[src/core/clk_pkg.sv]
// Package of constants and types shared by the codec clock ends.
package clk_pkg;
   localparam int MASTER_RATIO       = 256;
   localparam int FS_DIV             = 256;
   localparam int PLL_POST_DIV       = 4;
   localparam int INT_MIN            = 6;
   localparam int INT_MAX            = 12;
   localparam int FRAC_W             = 24;
   localparam int REG_W              = 9;
   localparam int FRAC_HI_W          = 6;
   localparam int FRAC_MID_LSB       = 9;
   localparam int FRAC_HI_LSB        = 18;
   localparam int MASTER_MAX_KHZ     = 12288;
   localparam int VCO_MIN_MHZ        = 90;
   localparam int VCO_MAX_MHZ        = 100;
   localparam logic [3:0] INT_RESET  = 4'h8;
   localparam logic [2:0] PRE_RESET  = 3'h1;
   localparam logic [2:0] BCLK_RESET = 3'h0;
   localparam logic [1:0] GP_RESET   = 2'h0;
   localparam int SYNC_LEN           = 2;

   typedef enum logic [1:0] {
      FMT_I2S   = 2'b00,
      FMT_LEFT  = 2'b01,
      FMT_PCM   = 2'b10,
      FMT_RIGHT = 2'b11
   } audio_fmt_t;

   typedef enum logic [1:0] {
      MF_DIV1 = 2'b00,
      MF_DIV2 = 2'b01,
      MF_DIV3 = 2'b10,
      MF_DIV4 = 2'b11
   } mf_div_t;

   typedef struct packed {
      logic             pll_en;
      logic             src_pll;
      logic             master;
      logic [2:0]       mclk_pre;
      logic [2:0]       bclk_div;
      audio_fmt_t       fmt;
      logic [2:0]       rate_ind;
      logic             pll_in_div2;
      logic [3:0]       pll_int;
      logic [FRAC_W-1:0] pll_frac;
      logic             mf_route;
      mf_div_t          mf_div;
   } clk_cfg_t;
endpackage

[src/core/clk_link_if.sv]
// Interface joining the codec clock block and the audio party.
`timescale 1ns/1ns
interface clk_link_if;
   import clk_pkg::*;
   clk_cfg_t cfg;
   logic     fs_o;
   logic     fs_oe_n;
   logic     bclk_o;
   logic     bclk_oe_n;
   logic     fs_i;
   logic     bclk_i;
   logic     ref_clk;
   logic     vco_clk;

   modport device (
      input  cfg, fs_i, bclk_i, ref_clk, vco_clk,
      output fs_o, fs_oe_n, bclk_o, bclk_oe_n
   );
   modport host (
      output cfg, fs_i, bclk_i, ref_clk, vco_clk,
      input  fs_o, fs_oe_n, bclk_o, bclk_oe_n
   );
endinterface

[src/core/codec_clock.sv]
// Device end: clock select, prescalers, frame sync and bit clock.
//
// What the document requires
// RULE_01 - Internal master clock is 256 times sample rate.
// RULE_02 - Host keeps master clock at most 12.288MHz.
// RULE_03 - Master clock is source divided by integer.
// RULE_04 - Source is reference pin or PLL output.
// RULE_05 - PLL disabled after reset until enabled.
// RULE_06 - Master frame sync is master clock over 256.
// RULE_07 - Master bit clock via programmable divider.
// RULE_08 - Slave mode: frame sync, bit clock inputs.
// RULE_09 - Far party keeps link clocks synchronous.
// RULE_10 - Sample rate comes only from master clock.
// RULE_11 - Rate indication scales filters, not rate.
// RULE_12 - PLL input prescaler divides by one or two.
// RULE_13 - PLL output fixed divide by four.
// RULE_14 - Host programs integer multiplier six to twelve.
// RULE_15 - Fraction is 24 bits over three registers.
// RULE_16 - Host rounds fraction times two to 24.
// RULE_17 - Input prescaler and integer share one register.
// RULE_18 - PLL clock routable to multi-function pin.
// RULE_19 - Host keeps oscillator between 90 and 100MHz.
// RULE_20 - Pin route divides further by 2, 3, 4.
// RULE_21 - Host writes multipliers with PLL disabled.
// RULE_22 - Fraction split six, nine, nine bits.
// RULE_23 - Source switch without glitches.
`timescale 1ns/1ns
module codec_clock (
   input  wire logic                 CLK,
   input  wire logic                 RST_N,
   clk_link_if.device                LINK,
   output logic                      INTERNAL_MASTER_CLOCK,
   output logic                      SAMPLE_TICK,
   output logic                      PLL_RUN,
   output logic [clk_pkg::REG_W-1:0] FRAC_REG_HI,
   output logic [clk_pkg::REG_W-1:0] FRAC_REG_MID,
   output logic [clk_pkg::REG_W-1:0] FRAC_REG_LO,
   output logic [clk_pkg::REG_W-1:0] PLL_INT_REG,
   output logic [2:0]                FILTER_SCALE,
   output logic                      MULTI_FUNCTION_PIN
);
   import clk_pkg::*;

   // ******************************
   // Synchronisers for slow inputs
   // ******************************
   logic [SYNC_LEN-1:0] ref_sync;
   logic [SYNC_LEN-1:0] vco_sync;
   logic                ref_q;
   logic                vco_q;
   logic                ref_rise;
   logic                vco_rise;

   always_ff @(posedge CLK or negedge RST_N) begin
      if (!RST_N) begin
         ref_sync <= '0;
         vco_sync <= '0;
         ref_q    <= 1'b0;
         vco_q    <= 1'b0;
      end else begin
         ref_sync <= {ref_sync[0], LINK.ref_clk};
         vco_sync <= {vco_sync[0], LINK.vco_clk};
         ref_q    <= ref_sync[1];
         vco_q    <= vco_sync[1];
      end
   end
   assign ref_rise = ref_sync[1] & ~ref_q;
   assign vco_rise = vco_sync[1] & ~vco_q;

   // ******************************
   // PLL path dividers
   // ******************************
   logic       pll_on;
   logic       in_half;
   logic       pll_tick;
   logic [1:0] post_cnt;
   logic       post_tick;

   assign pll_on = LINK.cfg.pll_en; // RULE_05
   assign PLL_RUN = pll_on;

   always_ff @(posedge CLK or negedge RST_N) begin
      if (!RST_N) begin
         in_half <= 1'b0;
      end else if (ref_rise) begin
         in_half <= ~in_half;
      end
   end
   // The oscillator edge is gated to the PLL by the input prescaler.
   assign pll_tick = pll_on & vco_rise &
                     (!LINK.cfg.pll_in_div2 | in_half); // RULE_12

   always_ff @(posedge CLK or negedge RST_N) begin
      if (!RST_N) begin
         post_cnt <= '0;
      end else if (!pll_on) begin
         post_cnt <= '0;
      end else if (pll_tick) begin
         post_cnt <= post_cnt + 2'd1; // RULE_13
      end
   end
   assign post_tick = pll_tick && (post_cnt == 2'(PLL_POST_DIV - 1));

   // ******************************
   // Glitch-free source select
   // ******************************
   logic sel_pll;
   logic src_tick;

   // Select changes only on a reference edge, a post divider tick or while the PLL is off, so no runt event forms.
   always_ff @(posedge CLK or negedge RST_N) begin
      if (!RST_N) begin
         sel_pll <= 1'b0;
      end else if (ref_rise || post_tick || !pll_on) begin
         sel_pll <= LINK.cfg.src_pll & pll_on; // RULE_23
      end
   end
   assign src_tick = sel_pll ? post_tick : ref_rise; // RULE_04

   // ******************************
   // Master clock prescaler
   // ******************************
   logic [2:0] pre_cnt;
   logic       master_tick;
   logic [2:0] pre_lim;

   assign pre_lim = (LINK.cfg.mclk_pre == 3'h0) ? 3'h1 : LINK.cfg.mclk_pre;

   always_ff @(posedge CLK or negedge RST_N) begin
      if (!RST_N) begin
         pre_cnt <= '0;
      end else if (src_tick) begin
         if (pre_cnt >= pre_lim - 3'h1) begin
            pre_cnt <= '0; // RULE_03
         end else begin
            pre_cnt <= pre_cnt + 3'h1;
         end
      end
   end
   assign master_tick = src_tick && (pre_cnt >= pre_lim - 3'h1);

   // One high cycle per terminal count gives one master clock period per
   // prescaler period, where a toggle would halve the rate.
   always_ff @(posedge CLK or negedge RST_N) begin
      if (!RST_N) begin
         INTERNAL_MASTER_CLOCK <= 1'b0;
      end else begin
         INTERNAL_MASTER_CLOCK <= master_tick; // RULE_01
      end
   end

   // ******************************
   // Frame and bit clock generation
   // ******************************
   logic [7:0] fs_cnt;
   logic [2:0] bclk_cnt;
   logic       bclk_q;
   logic       fs_q;
   logic       next_fs;

   always_ff @(posedge CLK or negedge RST_N) begin
      if (!RST_N) begin
         fs_cnt <= '0;
      end else if (master_tick) begin
         fs_cnt <= fs_cnt + 8'h01; // RULE_01
      end
   end
   // Converter rate depends on the master clock count alone.
   assign SAMPLE_TICK = master_tick && (fs_cnt == 8'(FS_DIV - 1)); // RULE_10

   always_comb begin
      case (LINK.cfg.fmt)
         FMT_PCM: next_fs = (fs_cnt < 8'h08);
         FMT_I2S: next_fs = fs_cnt[7];
         default: next_fs = ~fs_cnt[7];
      endcase
   end

   always_ff @(posedge CLK or negedge RST_N) begin
      if (!RST_N) begin
         fs_q     <= 1'b0;
         bclk_cnt <= '0;
         bclk_q   <= 1'b0;
      end else if (!LINK.cfg.master) begin
         fs_q     <= 1'b0; // RULE_08
         bclk_cnt <= '0;
         bclk_q   <= 1'b0;
      end else if (master_tick) begin
         fs_q <= next_fs; // RULE_06
         if (bclk_cnt >= LINK.cfg.bclk_div) begin
            bclk_cnt <= '0;
            bclk_q   <= ~bclk_q; // RULE_07
         end else begin
            bclk_cnt <= bclk_cnt + 3'h1;
         end
      end
   end
   assign LINK.fs_o      = fs_q;
   assign LINK.bclk_o    = bclk_q;
   assign LINK.fs_oe_n   = ~LINK.cfg.master; // RULE_08
   assign LINK.bclk_oe_n = ~LINK.cfg.master;

   // ******************************
   // Configuration views
   // ******************************
   // Rate indication only steers filter scaling.
   assign FILTER_SCALE = LINK.cfg.rate_ind; // RULE_11
   assign FRAC_REG_HI  = {3'h0, LINK.cfg.pll_frac[FRAC_W-1:FRAC_HI_LSB]}; // RULE_22
   assign FRAC_REG_MID = LINK.cfg.pll_frac[FRAC_HI_LSB-1:FRAC_MID_LSB]; // RULE_15
   assign FRAC_REG_LO  = LINK.cfg.pll_frac[FRAC_MID_LSB-1:0];
   assign PLL_INT_REG  = {4'h0, LINK.cfg.pll_in_div2, LINK.cfg.pll_int}; // RULE_17

   // ******************************
   // Multi-function pin clock
   // ******************************
   logic [2:0] mf_cnt;
   logic [2:0] mf_lim;
   logic       mf_q;

   // The pin follows prescaled oscillator events, so one pin period spans the fixed
   // post divider times the selected ratio, whatever source is selected.
   always_comb begin
      case (LINK.cfg.mf_div)
         MF_DIV2: mf_lim = 3'h3;
         MF_DIV3: mf_lim = 3'h5;
         MF_DIV4: mf_lim = 3'h7;
         default: mf_lim = 3'h1;
      endcase
   end

   always_ff @(posedge CLK or negedge RST_N) begin
      if (!RST_N) begin
         mf_cnt <= '0;
         mf_q   <= 1'b0;
      end else if (!LINK.cfg.mf_route) begin
         mf_cnt <= '0;
         mf_q   <= 1'b0;
      end else if (pll_tick) begin
         if (mf_cnt >= mf_lim) begin
            mf_cnt <= '0;
            mf_q   <= ~mf_q; // RULE_20
         end else begin
            mf_cnt <= mf_cnt + 3'h1;
         end
      end
   end
   assign MULTI_FUNCTION_PIN = mf_q; // RULE_18
endmodule

[src/flat_wrapper.sv]
// flat-port wrapper written by rule: the top's interface ports become plain ports
module codec_clock_flat import clk_pkg::*;
  (CLK, RST_N, INTERNAL_MASTER_CLOCK, SAMPLE_TICK, PLL_RUN, FRAC_REG_HI, FRAC_REG_MID, FRAC_REG_LO, PLL_INT_REG, FILTER_SCALE, MULTI_FUNCTION_PIN, LINK_cfg, LINK_fs_i, LINK_bclk_i, LINK_ref_clk, LINK_vco_clk, LINK_fs_o, LINK_fs_oe_n, LINK_bclk_o, LINK_bclk_oe_n);
  clk_link_if LINK_i ();
  input  wire logic CLK;
  input  wire logic RST_N;
  output logic INTERNAL_MASTER_CLOCK;
  output logic SAMPLE_TICK;
  output logic PLL_RUN;
  output logic [clk_pkg::REG_W-1:0] FRAC_REG_HI;
  output logic [clk_pkg::REG_W-1:0] FRAC_REG_MID;
  output logic [clk_pkg::REG_W-1:0] FRAC_REG_LO;
  output logic [clk_pkg::REG_W-1:0] PLL_INT_REG;
  output logic [2:0] FILTER_SCALE;
  output logic MULTI_FUNCTION_PIN;
  input wire logic [$bits(LINK_i.cfg)-1:0] LINK_cfg;
  input wire logic [$bits(LINK_i.fs_i)-1:0] LINK_fs_i;
  input wire logic [$bits(LINK_i.bclk_i)-1:0] LINK_bclk_i;
  input wire logic [$bits(LINK_i.ref_clk)-1:0] LINK_ref_clk;
  input wire logic [$bits(LINK_i.vco_clk)-1:0] LINK_vco_clk;
  output wire logic [$bits(LINK_i.fs_o)-1:0] LINK_fs_o;
  output wire logic [$bits(LINK_i.fs_oe_n)-1:0] LINK_fs_oe_n;
  output wire logic [$bits(LINK_i.bclk_o)-1:0] LINK_bclk_o;
  output wire logic [$bits(LINK_i.bclk_oe_n)-1:0] LINK_bclk_oe_n;
  assign LINK_i.cfg = LINK_cfg;
  assign LINK_i.fs_i = LINK_fs_i;
  assign LINK_i.bclk_i = LINK_bclk_i;
  assign LINK_i.ref_clk = LINK_ref_clk;
  assign LINK_i.vco_clk = LINK_vco_clk;
  assign LINK_fs_o = LINK_i.fs_o;
  assign LINK_fs_oe_n = LINK_i.fs_oe_n;
  assign LINK_bclk_o = LINK_i.bclk_o;
  assign LINK_bclk_oe_n = LINK_i.bclk_oe_n;
  codec_clock u_core (.CLK(CLK), .RST_N(RST_N), .LINK(LINK_i), .INTERNAL_MASTER_CLOCK(INTERNAL_MASTER_CLOCK), .SAMPLE_TICK(SAMPLE_TICK), .PLL_RUN(PLL_RUN), .FRAC_REG_HI(FRAC_REG_HI), .FRAC_REG_MID(FRAC_REG_MID), .FRAC_REG_LO(FRAC_REG_LO), .PLL_INT_REG(PLL_INT_REG), .FILTER_SCALE(FILTER_SCALE), .MULTI_FUNCTION_PIN(MULTI_FUNCTION_PIN));
endmodule
[config.mk]
export PLATFORM = sky130hd
export DESIGN_NAME = codec_clock_flat
export DESIGN_NICKNAME = d
export VERILOG_FILES = /design/src/core/clk_pkg.sv /design/src/core/clk_link_if.sv /design/src/core/codec_clock.sv /design/src/flat_wrapper.sv
export SDC_FILE = /design/constraint.sdc
export NUM_CORES = 1
export LEC_CHECK = 0
export ABC_AREA = 1
export BUFFER_PORTS_ARGS = -buffer_cell sky130_fd_sc_hd__buf_2
export CORE_ASPECT_RATIO = 0.9
export CORE_MARGIN = 4
export CORE_UTILIZATION = 45
export CTS_CLUSTER_SIZE = 10
export DETAILED_ROUTE_END_ITERATION = 10
export PLACE_DENSITY_LB_ADDON = 0.12
export SLEW_MARGIN = 20
export SYNTH_ARGS = -nofsm -noshare
export SYNTH_HDL_FRONTEND = slang
export SYNTH_SLANG_ARGS = --single-unit
[constraint.sdc]
create_clock -name CLK -period 3.55 [get_ports CLK]
set_input_delay 0 -clock CLK [delete_from_list [all_inputs] [get_ports CLK]]
set_output_delay 0 -clock CLK [all_outputs]
set_load 0.02 [all_outputs]
==> run summary <==
The final worst clock skew was 0.00457 ns; the cell leakage power was 1.08 nW. The I/O pin count was 99; the antenna diode count was 0. The design draws 1.24 mW. The total wire length after detailed routing is 3.21 mm. Routability-driven placement finished with a final weighted congestion of 0.748. Static timing analysis puts the maximum clock frequency at 507 MHz. The class of the tightest hold or removal check is input port to primary output. Before CTS, the worst setup slack after placement is 1.60 ns. The tool flagged a number of max-cap violations equal to 0. The run gives 42 as the first-iteration detailed-routing DRC count.

In this run the register-to-register setup slack is 1.81 ns. The tools report the post-synthesis sequential area ratio as 38.7%. Worst setup path startpoint: u_core.pre_cnt[2]$_DFFE_PN0P_. For the count of antenna-violating nets left after detailed routing, the log shows 0. The hold slack is 0.00000776 ns, and the power share of the sequential group is 40.8%. Largest family of logic cells by synthesized area: buffers and inverters. At the later pin of the worst-skew pair, clock insertion delay measures 0.28 ns. The H-tree was split into 2 levels. Among all flip-flop cells after synthesis, the most frequent one is sky130_fd_sc_hd__dfrtp_1. The fraction of the mapped netlist area in simple logic gates was 20.6%; the initial cell density of the core was 48.0%.

The source of the worst register-to-register timing path was u_core.pre_cnt[2]$_DFFE_PN0P_. Dividing the synthesized area by the synthesized cell count gives 8.76 um^2. The run gives 0 as the number of antenna violations at the first check in global routing. The first global-routing pass estimated 5.51 mm of wire.

Buffers inserted during clock tree synthesis total 5. Leaving out fill and tap cells, the most frequent cell in the layout is sky130_fd_sc_hd__nand2_1. Setup violations remaining at the end of the flow were counted as 0. Critical path capture point type: a primary output.

The synthesized netlist devotes 3.43% of its cell area to XOR and XNOR gates. In the final design database the tool counted 297 nets. For the via count, the log shows 1316. The slew at the pin closest to its max-slew limit is 0.683 ns, and the via count of the first global-routing pass is 1222. The worst-case headroom to the max-slew limit is 54.5%. Dividing the detail-routed via count by the number of cells gives 4.51. Counting every instance in the synthesized netlist gives 229.

The shortest clock period the worst path allows after layout is 1.97 ns. For the worst setup path, the data required time is 3.55 ns. Counting flops and latches in the post-synthesis netlist gives 31. For this run the aggregate overflow at the end of global routing stands at 0. The post-route netlist has 22.0% of its cells at a drive strength greater than 1. The count of final max-slew check failures is 0, and the share of the synthesized area in compound gates (AO/OA/AOI/OAI) is 6.92%. In the layout the commonest cells are 35 x sky130_fd_sc_hd__nand2_1, 31 x sky130_fd_sc_hd__dfrtp_1, 27 x sky130_fd_sc_hd__buf_2. The number of flops mapped to enable cells by yosys was 0; the number of buffers added for setup after CTS was 0. Summed over all nets, the switching power comes to 0.421 mW. The run gives 30.4% as the portion of total power attributed to combinational logic. Sink count of the clock tree: 31.

The floorplan step defined a core boundary enclosing 0.00418 mm^2. At the worst endpoint, the arrival time is 1.97 ns. The share of total power in the clock network is 28.8%. The final critical-path share of the clock period was 55.6%; the register clock-pin slew on the reported worst setup and hold paths was 0.07 ns. Count of synthesis-stage warnings from yosys: 0. The logs give 30 for the number of unique standard cell types used by synthesis and 22 for the floorplan row count.

TritonCTS built the clock tree. The number of remaining DRC errors was 0; the vertical extent of the die was 71.4 um. The final hold violation count is 0, and the total of buffers placed on input and output ports is 27. The number of buffers between clock root and the deepest sink is 2. The tree is rooted in a sky130_fd_sc_hd__clkbuf_8.

The switching fraction of total power is 34.0%, and the half-perimeter wire length after placement is 2.36 mm. Across every metal layer, demand over resource in global routing totals 12.6%. The launching element type of the critical path was a flip-flop.

The x dimension of the die came out at 78.4 um. Dividing total power by cell area gives a power density of 596 mW/mm^2. The final routed wire length divided by cell count was 11.0 um.

Measured against the total synthesized area, the mux share comes to 0%. Type of the worst setup path: flip-flop to primary output. The design internal power was 0.816 mW. Summed over all failing endpoints, the final setup total negative slack is 0 ns. The synthesized netlist devotes 8.73% of its cell area to adder and majority cells.

The first TritonRoute pass finished after 4 iterations. Compared with the post-synthesis result, the final layout area differs by 3.49%. VDD sags by at most 0.288 mV. The worst hold path begins at LINK_cfg[18]. The full die area is 0.00559 mm^2, and the synthesized area is 0.00201 mm^2. The flow ran to the end, and the final reports show no timing, DRC or antenna violations. Setup slack on the critical path of the routed design comes to 1.58 ns. Critical-path maximum fanout: 13.

Setup repair after global routing left no endpoint under its margin. Entering global routing, the biggest net connects 32 pins. In the synthesized netlist the async set-or-reset flop fraction comes to 100%.
## cells by family after synthesis
family / Yosys count
simple gates: 84
buf+inv: 69
flops: 31
compound gates: 23
fa+ha+maj: 14
xor+xnor: 7
other cells: 1
## critical path: stages, from the launching register on
cell	delay, ns
sky130_fd_sc_hd__dfrtp_1	0.40
sky130_fd_sc_hd__ha_1	0.32
sky130_fd_sc_hd__nand2_1	0.07
sky130_fd_sc_hd__o211ai_2	0.23
sky130_fd_sc_hd__nand3_4	0.24
sky130_fd_sc_hd__nor2_1	0.14
sky130_fd_sc_hd__nand2_1	0.06
sky130_fd_sc_hd__nor2_1	0.07
sky130_fd_sc_hd__buf_2	0.16
## cells in the mapped netlist, types with 2 or more instances
master                     n  share of area, %
sky130_fd_sc_hd__o21ai_0  12               3.0
sky130_fd_sc_hd__nand3_2   3               1.5
sky130_fd_sc_hd__dfrtp_1  31                39
sky130_fd_sc_hd__xnor2_1   2              0.87
sky130_fd_sc_hd__xor2_1    4               1.7
sky130_fd_sc_hd__nand2_1  35               6.5
sky130_fd_sc_hd__nand3_1  20               5.0
sky130_fd_sc_hd__nor2_1   14               2.6
sky130_fd_sc_hd__buf_4    42                16
sky130_fd_sc_hd__inv_1    23               4.3
sky130_fd_sc_hd__o21ai_2   2              0.87
sky130_fd_sc_hd__inv_2     2              0.37
sky130_fd_sc_hd__ha_1     14               8.7
sky130_fd_sc_hd__nor3_1    3              0.75
sky130_fd_sc_hd__nand2_2   2              0.62
sky130_fd_sc_hd__a21oi_1   6               1.5
## power by group through the flow
stage | logic, mW | registers [mW] | clock network, mW
global route | 0.434 | 0.519 | 0.388
finish | 0.376 | 0.505 | 0.356
detailed placement | 0.378 | 0.511 | 0
CTS | 0.384 | 0.505 | 0.371
floorplan | 0.343 | 0.518 | 0
global placement | 0.374 | 0.511 | 0
## final timing paths
path,end,cells after the start
max in group asynchronous,u_core.bclk_cnt[1]$_DFFE_PN0P_,2
worst min-delay path,FRAC_REG_MID[6],0
worst max-delay path,SAMPLE_TICK,8
worst min register to register,u_core.ref_sync[1]$_DFF_PN0_,0
worst max register to register,u_core.fs_cnt[5]$_DFFE_PN0P_,8
min in group asynchronous,u_core.mf_cnt[1]$_DFFE_PN0P_,2
## sequential cells by signal (all words and copies together) (netlist names), 2 cells and up
name	count
u_core.ref_sync	2
u_core.post_cnt	2
u_core.mf_cnt	3
u_core.vco_sync	2
u_core.fs_cnt	8
u_core.pre_cnt	3
u_core.bclk_cnt	3
## final cells by class
type / count / area [um^2]
Tap cell: 60 / 75.1
Clock buffer: 6 / 82.6
Clock inverter: 2 / 35.0
Timing Repair Buffer: 32 / 185
Fill cell: 410 / 2110
Inverter: 26 / 100
Multi-Input combinational cell: 135 / 823
Sequential cell: 31 / 776
## routing by layer
metal | part of all wire (%) | track usage, % | vias to the layer above
li1 | - | - | 700
met1 | 51 | 16.7 | 564
met4 | 4.1 | 9.13 | 0
met5 | 0 | 0 | -
met2 | 38 | 16.8 | 37
met3 | 7.3 | 4.40 | 15
## through the flow
stage          instances  utilization [%]  area [um^2]
3_5_place_dp         279             45.6         1910
4_1_cts              292             49.6         2080
2_1_floorplan        235                -         2030
6_report             292             49.6         2080
5_1_grt              292             49.6         2080
3_3_place_gp         279             45.6         1910
## what timing repair did
| action | in CTS | in global routing |
|---|---|---|
| gates resized for setup | 0 | 0 |
| endpoints found under the setup margin | 0 | 0 |
| hold buffers | 5 | 0 |
| hold endpoints to repair | 35 | 0 |
(Power assumes the default switching activity.)
